`config.mk`:
```
export PLATFORM = sky130hd
export DESIGN_NAME = sidc_core
export DESIGN_NICKNAME = d
export VERILOG_FILES = /design/src/rtl/sidc_pkg.sv /design/src/rtl/sidc_core.sv
export SDC_FILE = /design/constraint.sdc
export NUM_CORES = 1
export LEC_CHECK = 0
export CORE_UTILIZATION = 55
export CTS_CLUSTER_DIAMETER = 80
export CTS_CLUSTER_SIZE = 28
export DETAILED_ROUTE_END_ITERATION = 12
export DONT_BUFFER_PORTS = 1
export PLACE_DENSITY_LB_ADDON = 0.2
export SLEW_MARGIN = 20
export SYNTH_ARGS = -nofsm -noshare
export SYNTH_HDL_FRONTEND = slang
export SYNTH_SLANG_ARGS = --single-unit
```
`constraint.sdc`:
```
create_clock -name clk_in -period 2.95 [get_ports clk_in]
set_input_delay 0.295 -clock clk_in [delete_from_list [all_inputs] [get_ports clk_in]]
set_output_delay 0.295 -clock clk_in [all_outputs]
set_load 0.02 [all_outputs]
```
`src/rtl/sidc_pkg.sv`:
```
// package for the serial port interrupt and dma control block
// assumes a single 50 MHz clock domain and byte-wide serial framing
package sidc_pkg;
    // ==========================================================
    // control register fields
    localparam int CTL_EN_BIT = 0;
    localparam int CTL_OPEN_DRAIN_BIT = 4;
    localparam int CTL_TX_IRQ_SEL_BIT = 6;
    localparam int CTL_RX_FLUSH_BIT = 12;
    localparam int CTL_TX_FLUSH_BIT = 13;
    localparam int CTL_THRESH_LO = 14;
    // ==========================================================
    // status register fields
    localparam int STA_IRQ_BIT = 0;
    localparam int STA_TX_UNDERRUN_BIT = 4;
    localparam int STA_TX_IRQ_BIT = 5;
    localparam int STA_RX_IRQ_BIT = 6;
    localparam int STA_RX_OVERFLOW_BIT = 7;
    localparam int STA_CS_ABORT_BIT = 12;
    // ==========================================================
    // dma request control fields
    localparam int DMA_EN_BIT = 0;
    localparam int DMA_TX_BIT = 1;
    localparam int DMA_RX_BIT = 2;
    // ==========================================================
    // sizes and reset values
    localparam int FIFO_DEPTH = 4;
    localparam int BITS_PER_BYTE = 8;
    localparam logic [15:0] CTL_RESET = 16'h0000;
    localparam logic [2:0] DMA_RESET = 3'h0;
    localparam logic [15:0] CNT_RESET = 16'h0000;
    localparam logic [1:0] TX_CNT_RESET = 2'h0;
    localparam logic [3:0] BIT_CNT_RESET = 4'h0;
    localparam logic [15:0] STA_RESET = 16'h0000;
    // ==========================================================
    // serial link byte tracker states
    typedef enum logic [1:0] {
        LINK_IDLE = 2'b00,
        LINK_BITS = 2'b01
    } sidc_link_t;
endpackage : sidc_pkg

```
`src/rtl/sidc_core.sv`:
```
// interrupt, error, open-drain and dma request logic of a serial port
// assumes shift engine and fifos live outside and report events here;
// chip select and serial clock arrive from pins and are synchronised;
// status read, control write and flush act within one cycle
// How it works
// - one interrupt line, status shows five sources
// - control bit 6 picks tx or rx interrupt
// - tx interrupt every 1 to 4 bytes sent
// - tx interrupt counts sent bytes, not fifo level
// - status read clears tx flag, bit 13 suppresses
// - control write zeroes sent byte counter
// - rx interrupt from fifo level, bit 12 suppresses
// - rx evaluated only when byte enters fifo
// - transfer with empty tx fifo flags underrun
// - byte into full rx fifo flags overflow
// - read or disable clears all, flush clears own
// - open-drain data outputs when control bit 4 set
// - chip select lost mid byte flags abort
// - dma requests gated by enable, tx, rx bits
// - dma mode suppresses threshold interrupts only
// - tx dma request while tx fifo has room
// - master receive stops at programmed byte count
// - byte counter reset on disable or count write
`timescale 1ns/10ps
module sidc_core
    import sidc_pkg::*;
(
    input wire logic clk_in,
    input wire logic sys_rst_in,
    input wire logic ctl_wr_in,
    input wire logic [15:0] ctl_wdata_in,
    output logic [15:0] port_control_reg_out,
    input wire logic dma_wr_in,
    input wire logic [2:0] dma_wdata_in,
    output logic [2:0] dma_request_control_reg_out,
    input wire logic cnt_wr_in,
    input wire logic [15:0] cnt_wdata_in,
    output logic [15:0] receive_byte_count_reg_out,
    input wire logic bit_counter_reset_in,
    input wire logic sta_rd_in,
    output logic [15:0] port_status_reg_out,
    output logic spi_irq_out,
    input wire logic tx_load_in,
    input wire logic xfer_start_in,
    input wire logic [2:0] tx_level_in,
    input wire logic rx_push_in,
    input wire logic [2:0] rx_level_in,
    input wire logic chip_select_pin_n_in,
    input wire logic sclk_pin_in,
    input wire logic master_rx_byte_in,
    output logic master_rx_allow_out,
    output logic dma_tx_req_out,
    output logic dma_rx_req_out,
    input wire logic mosi_data_in,
    input wire logic mosi_drive_in,
    input wire logic miso_data_in,
    input wire logic miso_drive_in,
    output logic mosi_o_out,
    output logic mosi_oe_out,
    output logic miso_o_out,
    output logic miso_oe_out
);
    // ==========================================================
    // configuration registers
    logic [15:0] ctl_q, ctl_d;
    logic [2:0] dma_q, dma_d;
    logic [15:0] cnt_q, cnt_d;

    // software writes land on the next edge
    always_comb begin
        ctl_d = ctl_wr_in ? ctl_wdata_in : ctl_q;
        dma_d = dma_wr_in ? dma_wdata_in : dma_q;
        cnt_d = cnt_wr_in ? cnt_wdata_in : cnt_q;
    end

    // registers only; reset values come from the package
    always_ff @(posedge clk_in) begin
        if (sys_rst_in) begin
            ctl_q <= CTL_RESET;
            dma_q <= DMA_RESET;
            cnt_q <= CNT_RESET;
        end else begin
            ctl_q <= ctl_d;
            dma_q <= dma_d;
            cnt_q <= cnt_d;
        end
    end

    logic enable, tx_irq_select, rx_flush, tx_flush, dma_mode;
    logic [1:0] thresh;
    // field decode; every field reads the registered control or dma word
    assign enable = ctl_q[CTL_EN_BIT];
    assign tx_irq_select = ctl_q[CTL_TX_IRQ_SEL_BIT];
    assign rx_flush = ctl_q[CTL_RX_FLUSH_BIT];
    assign tx_flush = ctl_q[CTL_TX_FLUSH_BIT];
    assign thresh = ctl_q[CTL_THRESH_LO +: 2];
    assign dma_mode = dma_q[DMA_EN_BIT];

    // ==========================================================
    // pin synchronisers: three stages, change once stages 2 and 3 agree
    logic [2:0] cs_sync_q, cs_sync_d;
    logic [2:0] sck_sync_q, sck_sync_d;
    logic cs_n_q, cs_n_d;
    logic sck_q, sck_d;

    // stage 1 may be metastable, so only stages 2 and 3 are judged
    always_comb begin
        cs_sync_d = {cs_sync_q[1:0], chip_select_pin_n_in};
        sck_sync_d = {sck_sync_q[1:0], sclk_pin_in};
        cs_n_d = (cs_sync_q[2] == cs_sync_q[1]) ? cs_sync_q[2] : cs_n_q;
        sck_d = (sck_sync_q[2] == sck_sync_q[1]) ? sck_sync_q[2] : sck_q;
    end

    // idle pin levels at reset, so no false edge follows release
    always_ff @(posedge clk_in) begin
        if (sys_rst_in) begin
            cs_sync_q <= 3'h7;
            sck_sync_q <= 3'h0;
            cs_n_q <= 1'b1;
            sck_q <= 1'b0;
        end else begin
            cs_sync_q <= cs_sync_d;
            sck_sync_q <= sck_sync_d;
            cs_n_q <= cs_n_d;
            sck_q <= sck_d;
        end
    end

    // ==========================================================
    // byte tracker: counts serial clock rising edges inside a frame
    sidc_link_t link_q, link_d;
    logic [3:0] bit_cnt_q, bit_cnt_d;
    logic cs_abort;

    // mode independent: only select, clock, enable and the bit counter reset are watched
    always_comb begin
        link_d = link_q;
        bit_cnt_d = bit_cnt_q;
        cs_abort = 1'b0;
        case (link_q)
            LINK_IDLE: begin
                // counter parked at zero while no frame runs
                bit_cnt_d = BIT_CNT_RESET;
                if (!cs_n_q && enable) begin
                    link_d = LINK_BITS;
                end
            end
            LINK_BITS: begin
                if (cs_n_q || !enable) begin
                    // partial byte lost with select
                    cs_abort = enable && (bit_cnt_q != BIT_CNT_RESET);
                    link_d = LINK_IDLE;
                end else if (sck_d && !sck_q) begin
                    // without bit counter reset the count runs past 8
                    if (bit_cnt_q == 4'(BITS_PER_BYTE - 1)
                        && bit_counter_reset_in) begin
                        bit_cnt_d = BIT_CNT_RESET;
                    end else begin
                        bit_cnt_d = 4'(bit_cnt_q + 4'h1);
                    end
                end
            end
            default: begin
                link_d = LINK_IDLE;
            end
        endcase
    end

    // byte tracker registers
    always_ff @(posedge clk_in) begin
        if (sys_rst_in) begin
            link_q <= LINK_IDLE;
            bit_cnt_q <= BIT_CNT_RESET;
        end else begin
            link_q <= link_d;
            bit_cnt_q <= bit_cnt_d;
        end
    end

    // ==========================================================
    // transmitted byte counter and event decode
    logic [1:0] tx_cnt_q, tx_cnt_d;
    logic tx_event, rx_event, ur_event, of_event;

    // a control write in the load cycle wins, that byte is not counted
    always_comb begin
        tx_cnt_d = tx_cnt_q;
        tx_event = 1'b0;
        if (ctl_wr_in || !enable) begin
            tx_cnt_d = TX_CNT_RESET;
        end else if (tx_load_in) begin
            // counts bytes moved to the shifter
            if (tx_cnt_q == thresh) begin
                tx_cnt_d = TX_CNT_RESET;
                tx_event = 1'b1;
            end else begin
                tx_cnt_d = 2'(tx_cnt_q + 2'h1);
            end
        end
        // rx checked only on push, against level after the push
        rx_event = rx_push_in && !rx_flush
            && (rx_level_in > 3'(thresh));
        ur_event = xfer_start_in && (tx_level_in == 3'h0);
        // level source shows full only on a push into a full fifo
        of_event = rx_push_in && (rx_level_in == 3'(FIFO_DEPTH));
    end

    // sent byte counter register
    always_ff @(posedge clk_in) begin
        if (sys_rst_in) begin
            tx_cnt_q <= TX_CNT_RESET;
        end else begin
            tx_cnt_q <= tx_cnt_d;
        end
    end

    // ==========================================================
    // sticky status flags; a set in the read cycle survives the read
    logic ur_q, ur_d, txi_q, txi_d, rxi_q, rxi_d;
    logic of_q, of_d, cse_q, cse_d;
    logic clr_all;

    // clear first, then set, so an event in the read cycle is kept
    always_comb begin
        clr_all = sta_rd_in || !enable;
        // threshold interrupts only in the selected direction
        // and never while dma is running
        txi_d = (clr_all || tx_flush) ? 1'b0 : txi_q;
        if (enable && tx_irq_select && !tx_flush && !dma_mode
            && tx_event) begin
            txi_d = 1'b1;
        end
        rxi_d = (clr_all || rx_flush) ? 1'b0 : rxi_q;
        if (enable && !tx_irq_select && !dma_mode && rx_event) begin
            rxi_d = 1'b1;
        end
        // error flags ignore dma mode and threshold
        ur_d = clr_all ? 1'b0 : ur_q;
        if (enable && !tx_flush && ur_event) begin
            ur_d = 1'b1;
        end
        of_d = clr_all ? 1'b0 : of_q;
        if (enable && !rx_flush && of_event) begin
            of_d = 1'b1;
        end
        cse_d = clr_all ? 1'b0 : cse_q;
        if (cs_abort) begin
            cse_d = 1'b1;
        end
    end

    // sticky flag registers
    always_ff @(posedge clk_in) begin
        if (sys_rst_in) begin
            txi_q <= 1'b0;
            rxi_q <= 1'b0;
            ur_q <= 1'b0;
            of_q <= 1'b0;
            cse_q <= 1'b0;
        end else begin
            txi_q <= txi_d;
            rxi_q <= rxi_d;
            ur_q <= ur_d;
            of_q <= of_d;
            cse_q <= cse_d;
        end
    end

    // ==========================================================
    // status word and single interrupt line
    logic irq_line;
    assign irq_line = txi_q | rxi_q | ur_q | of_q | cse_q;

    // unused status bits read as zero
    always_comb begin
        port_status_reg_out = STA_RESET;
        port_status_reg_out[STA_IRQ_BIT] = irq_line;
        port_status_reg_out[STA_TX_UNDERRUN_BIT] = ur_q;
        port_status_reg_out[STA_TX_IRQ_BIT] = txi_q;
        port_status_reg_out[STA_RX_IRQ_BIT] = rxi_q;
        port_status_reg_out[STA_RX_OVERFLOW_BIT] = of_q;
        port_status_reg_out[STA_CS_ABORT_BIT] = cse_q;
    end

    // line and register copies for software readback
    assign spi_irq_out = irq_line;
    assign port_control_reg_out = ctl_q;
    assign dma_request_control_reg_out = dma_q;
    assign receive_byte_count_reg_out = cnt_q;

    // ==========================================================
    // master receive byte counter; a count of zero means unlimited
    logic [15:0] rx_done_q, rx_done_d;

    // counter holds at the limit, so a late byte cannot wrap it
    always_comb begin
        rx_done_d = rx_done_q;
        if (!enable || cnt_wr_in) begin
            rx_done_d = CNT_RESET;
        end else if (master_rx_byte_in && rx_done_q != cnt_q) begin
            // includes the dummy read that opened the transfer
            rx_done_d = 16'(rx_done_q + 16'h0001);
        end
    end

    // received byte counter register
    always_ff @(posedge clk_in) begin
        if (sys_rst_in) begin
            rx_done_q <= CNT_RESET;
        end else begin
            rx_done_q <= rx_done_d;
        end
    end

    // no new transfer once the count is reached
    assign master_rx_allow_out = (cnt_q == CNT_RESET)
        || (rx_done_q != cnt_q);

    // ==========================================================
    // dma requests: combinational handshakes
    // requests drop the cycle a gate bit falls; none is held over
    // tx asks while room remains; leftover bytes still drain
    assign dma_tx_req_out = enable && dma_q[DMA_EN_BIT] && dma_q[DMA_TX_BIT]
        && (tx_level_in < 3'(FIFO_DEPTH));
    assign dma_rx_req_out = enable && dma_q[DMA_EN_BIT] && dma_q[DMA_RX_BIT]
        && (rx_level_in != 3'h0);

    // ==========================================================
    // data pads: open-drain only pulls low, pull-up gives the high
    logic od;
    assign od = ctl_q[CTL_OPEN_DRAIN_BIT];
    // in open-drain mode a high bit releases the pad
    always_comb begin
        mosi_o_out = od ? 1'b0 : mosi_data_in;
        mosi_oe_out = od ? (mosi_drive_in && !mosi_data_in) : mosi_drive_in;
        miso_o_out = od ? 1'b0 : miso_data_in;
        miso_oe_out = od ? (miso_drive_in && !miso_data_in) : miso_drive_in;
    end
endmodule : sidc_core

```
### Word-level counts from Yosys, hierarchy flattened

Cells that the tools add are included.

| word-level totals | value |
|---|---|
| output and inout port bits | 59 |
| register bits after elaboration | 72 |

| cells by class | value |
|---|---|
| reduce and logical (&&, ||, !) cells | 58 |
| $lt $le $gt $ge | 2 |
| bitwise operators | 4 |
| eq/ne operators | 11 |
| add/sub/neg operators | 3 |
| muxes and demuxes | 26 |

Operators by type and width:

| cell | number |
|---|---|
| logical AND 1 bit | 27 |
| two-way mux 1 bit | 18 |
| adder 16 x 1 -> 16 bit (second input constant) | 1 |
| zero test 16 bit | 1 |
| != test 16 bit | 1 |
| two-way mux 4 bit | 3 |
| nonzero test 2 bit | 6 |
| zero test 1 bit | 9 |
| != test 2 bit (second input constant) | 4 |
| one-hot mux 4 bit (2 select lines) | 1 |
| logical OR 1 bit | 7 |
| two-way mux 2 bit | 3 |
| adder 4 x 1 -> 4 bit (second input constant) | 1 |
| == test 4 x 3 -> 1 bit (second input constant) | 1 |
| OR 1 bit | 4 |
| one-hot mux 2 bit (2 select lines) | 1 |
| nonzero test 4 bit | 1 |
| OR reduction 2 bit | 2 |
| == test 3 bit (second input constant) | 1 |
| greater-than comparator 3 x 2 -> 1 bit | 1 |
| zero test 3 bit | 1 |
| less-than comparator 3 bit (second input constant) | 1 |
| AND reduction 3 bit | 1 |
| nonzero test 3 bit | 1 |
| 6 further kinds | 7 |

### Longest topological paths before layout

| logic depth | value |
|---|---|
| word-level depth | 6 |
| gate-level depth with buffers | 8 |
| depth with buffers taken out | 7 |

### Worst setup path before layout

OpenSTA, ideal clock, no wires.

| timing path | value |
|---|---|
| path type | reg2out |
| from | register cnt_q[6], in the netlist receive_byte_count_reg_out[6] |
| to | output master_rx_allow_out |
| cell stages (with the launch flop) | 7 |
| path buffers | 2 |
| path slack | 1.029 ns |
| required time | 2.655 ns |
| arrival | 1.626 ns |
| cell sequence | dfxtp_1 -> xnor2_1 -> nand4_1 -> nor4_1 -> clkbuf_2 -> buf_2 -> nand2_1 |

| between the ends | value |
|---|---|
| word-level cells in the longest chain between the ends | 2 |
| elaborated cells on any way between the ends | 3 |
| those cells by class | eq/ne (1); reduce/logical (2) |

Ends and longest elaborated chain:

| what | RTL line | source |
|---|---|---|
| from (decl) | sidc_core.sv:67 | `logic [15:0] cnt_q, cnt_d;` |
| from (signal assigned) | sidc_core.sv:85 | `cnt_q <= cnt_d;` |
| != test 16 bit or zero test 16 bit (tied branches) | sidc_core.sv:317, sidc_core.sv:316 |  |
| logical OR 1 bit (*) | sidc_core.sv:317 | `\|\| (rx_done_q != cnt_q);` |
| to (decl) | sidc_core.sv:51 | `output logic master_rx_allow_out,` |

Mark *: on every way between the ends. The rest lies on a longest branch, timed or not.

### Worst setup path in the final report

| timing path | value |
|---|---|
| from | register cnt_q[11], in the netlist receive_byte_count_reg_out[11] |
| to | output master_rx_allow_out |

Same word-level chain as after synthesis.

==> impl_metrics.json <==
{
  "syn_inst": 369,
  "ys_seq_elements": 71,
  "numPlacedInstances": 419,
  "drc": 0,
  "r2r_slack_ns": 1.01,
  "ant_nets": 0,
  "power_density_nw_per_um2": 574.3,
  "critPathCaptureType": "output port",
  "io-pin-count": 117,
  "crit-reg2reg-launch": "rx_done_q[0]$_SDFFE_PP0P_",
  "syn_avg_cell_area_um2": 8.955,
  "h-tree-depth": 3,
  "antenna_found_initial": 0,
  "startpoint_type": "flop",
  "wl_per_cell_um": 15.58,
  "ys.flop_type": "dfxtp_1",
  "place.gp.congestion": 0.8550,
  "track_usage_pct": 22.68,
  "routed_via_density": 5.658,
  "crit_required_ns": 2.65,
  "clock_path_buffers": 2,
  "post-route-min-period_ns": 2.018,
  "path_max_fanout": 4,
  "syn_to_final_growth_pct": 4.733,
  "drive_gt1_share_pct": 7.418,
  "grt_max_degree": 46,
  "cts_buffers": 9,
  "async_flop_share_pct": 0,
  "worst_r2r_path_depth": 6,
  "cts_setup_buffers": 0,
  "synthTopCellsByArea": "dfxtp_1 (43%), mux2i_1 (11%), nor2_1 (5.6%), xnor2_1 (5.0%), buf_4 (3.6%)",
  "hold_path_depth": 1,
  "die_area_um2": 6322,
  "clock-sinks": 71,
  "worst_slew_pin_slew_ns": 0.6671,
  "cp.arrival_ns": 1.72,
  "min_to": "cs_sync_q[2]$_SDFF_PP1_",
  "r2r_end": "rx_done_q[12]$_SDFFE_PP0P_",
  "finalPower_mw": 1.988,
  "synth.distinct_cells": 47,
  "root_buffer": "clkbuf_8",
  "vdd_drop_max_mv": 0.3333,
  "fmax_ghz": 0.4955,
  "top_layer": "met4",
  "first_iter_violations": 128,
  "setup_viol": 0,
  "drv_slew": 0,
  "hold_path.class": "in -> reg",
  "dieHeight_um": 79.51,
  "grt_pass1_wl_um": 10970,
  "finalHoldViolations": 0,
  "met1_length_um": 3080,
  "rows": 27,
  "status": "complete, no violations",
  "dpl_cell_area_um2": 3262,
  "antennaDiodeCount": 0,
  "yosysWarnings": 0,
  "dr_wl_met2_um": 3103,
  "final_cell_area_um2": 3461,
  "drv_cap": 0,
  "tns_ns": 0,
  "port_buffers": 0,
  "start_util_pct": 58.57,
  "finClkSkew_ns": 0.01135,
  "die_x_um": 79.51,
  "leakagePower_nw": 1.296,
  "seq_area_frac_synth_pct": 43.01,
  "yosysTopAreaCell": "dfxtp_1",
  "core_area_um2": 5642,
  "clk_latency_ns": 0.35,
  "vias": 2467,
  "synth_top_area_share_pct": 43.01,
  "met3_wirelength_um": 497,
  "grt_pass1_vias": 2393,
  "dr.pass1.iters": 4,
  "rsz0062_at_grt": "no",
  "critPathKind": "reg -> out",
  "cts_tree": "yes",
  "syn_area_um2": 3304,
  "fin_nets": 423,
  "relSlewSlack_pct": 55.13,
  "dp_hpwl_um": 4850,
  "stdcell_count": 436,
  "wirelength_um": 6793,
  "hp-start": "sys_rst_in",
  "fin_crit_sh_pct": 68.41,
  "clk_pin_slew_worst_paths_ns": 0.09,
  "gr-total-overflow": 0,
  "synth_edf_count": 0
}
critical path, cell delays in order (launching register included):
cell	delay, ns
dfxtp_1	0.53
xnor2_1	0.16
nand4_1	0.14
nor4_2	0.32
nand2_1	0.22
per-stage QoR:
stage	utilization [%]	hold WS, ns	setup slack, ns
floorplan	-	0.3895	1.029
global placement	57.82	0.3694	1.089
detailed placement	57.82	0.3715	1.063
CTS	61.34	0.02791	0.9021
global route	61.34	0.03122	0.8044
finish	61.34	0.04725	0.9320
worst max-delay path by stage:
stage | start | endpoint | slack, ns | cells after the start
global placement | receive_byte_count_reg_out[11]$_SDFFE_PP0P_ | rx_done_q[0]$_SDFFE_PP0P_ | 1.09 | 6
detailed placement | rx_done_q[0]$_SDFFE_PP0P_ | rx_done_q[13]$_SDFFE_PP0P_ | 1.06 | 5
CTS | receive_byte_count_reg_out[11]$_SDFFE_PP0P_ | master_rx_allow_out | 0.90 | 4
finish | receive_byte_count_reg_out[11]$_SDFFE_PP0P_ | master_rx_allow_out | 0.93 | 4
floorplan | receive_byte_count_reg_out[6]$_SDFFE_PP0P_ | master_rx_allow_out | 1.03 | 6
global route | receive_byte_count_reg_out[11]$_SDFFE_PP0P_ | master_rx_allow_out | 0.80 | 4
registers in the layout, summed over array words and instances (netlist names):
register                     flops
bit_cnt_q                        4
cs_n_q                           1
cs_sync_q                        3
cse_q                            1
dma_request_control_reg_out      3
link_q                           1
of_q                             1
port_control_reg_out            16
receive_byte_count_reg_out      16
rx_done_q                       16
rxi_q                            1
sck_q                            1
sck_sync_q                       3
tx_cnt_q                         2
txi_q                            1
ur_q                             1
cell usage after synthesis, types with 5 or more instances:
cell type / count
inv_1: 8
mux2i_1: 37
buf_4: 16
or3_1: 14
nor4_1: 7
xnor2_1: 19
o21ai_0: 13
nor2b_1: 7
dfxtp_1: 71
ha_1: 6
nand3_1: 11
or2_2: 5
nand4_1: 7
nand2_1: 18
nor2_1: 49
clkbuf_1: 13
a21oi_1: 21
report_power, final:
group	switching [mW]	internal [mW]	leakage (nW)
Combinational	0.106	0.0829	0.630
Sequential	0.0851	0.997	0.580
Clock	0.403	0.313	0.0866
cell usage in the layout, fill, tap and decap left out, drive strengths merged, types with 7 or more instances in the layout:
cell type,Yosys,layout
inv,8,11
conb,1,10
o21ai,13,13
nand3,11,11
or3,14,14
dfxtp,71,71
nand4,8,8
clkbuf,14,9
xnor2,19,19
mux2i,37,37
nor4,7,7
nor2,49,49
a21oi,21,21
nor2b,7,7
nand2,18,18
kinds of logic after synthesis:
| kind of cell | Yosys count | synth area share (%) |
|---|---|---|
| buffers and inverters | 41 | 6.588 |
| other | 1 | 0.1135 |
| adder cells (fa/ha/maj) | 6 | 2.272 |
| AO/OA/AOI/OAI | 49 | 8.671 |
| multiplexers | 37 | 11.21 |
| XOR/XNOR | 21 | 5.566 |
| AND/OR/NAND/NOR | 143 | 22.57 |
| flip-flops | 71 | 43.01 |
per-layer routing:
metal / GRT usage, % / vias up
li1: - / 1242
met1: 27.43 / 1129
met2: 36.15 / 87
met3: 8.000 / 9
met4: 9.818 / 0
met5: 0 / -
final cells by class:
type / instances / area, um2
fill: 486 / 2181
multi-input combinational: 266 / 1705
sequential: 71 / 1421
clock buffer: 9 / 123.9
tap: 72 / 90.09
clock inverter: 7 / 55.05
timing repair buffer: 3 / 35.03
inverter: 8 / 30.03
timing repair:
item,CTS,global route
hold buffers,1,0
endpoints found under the hold margin,45,0
resized for setup,0,0
Note: power is estimated with default switching activity, not from simulation.
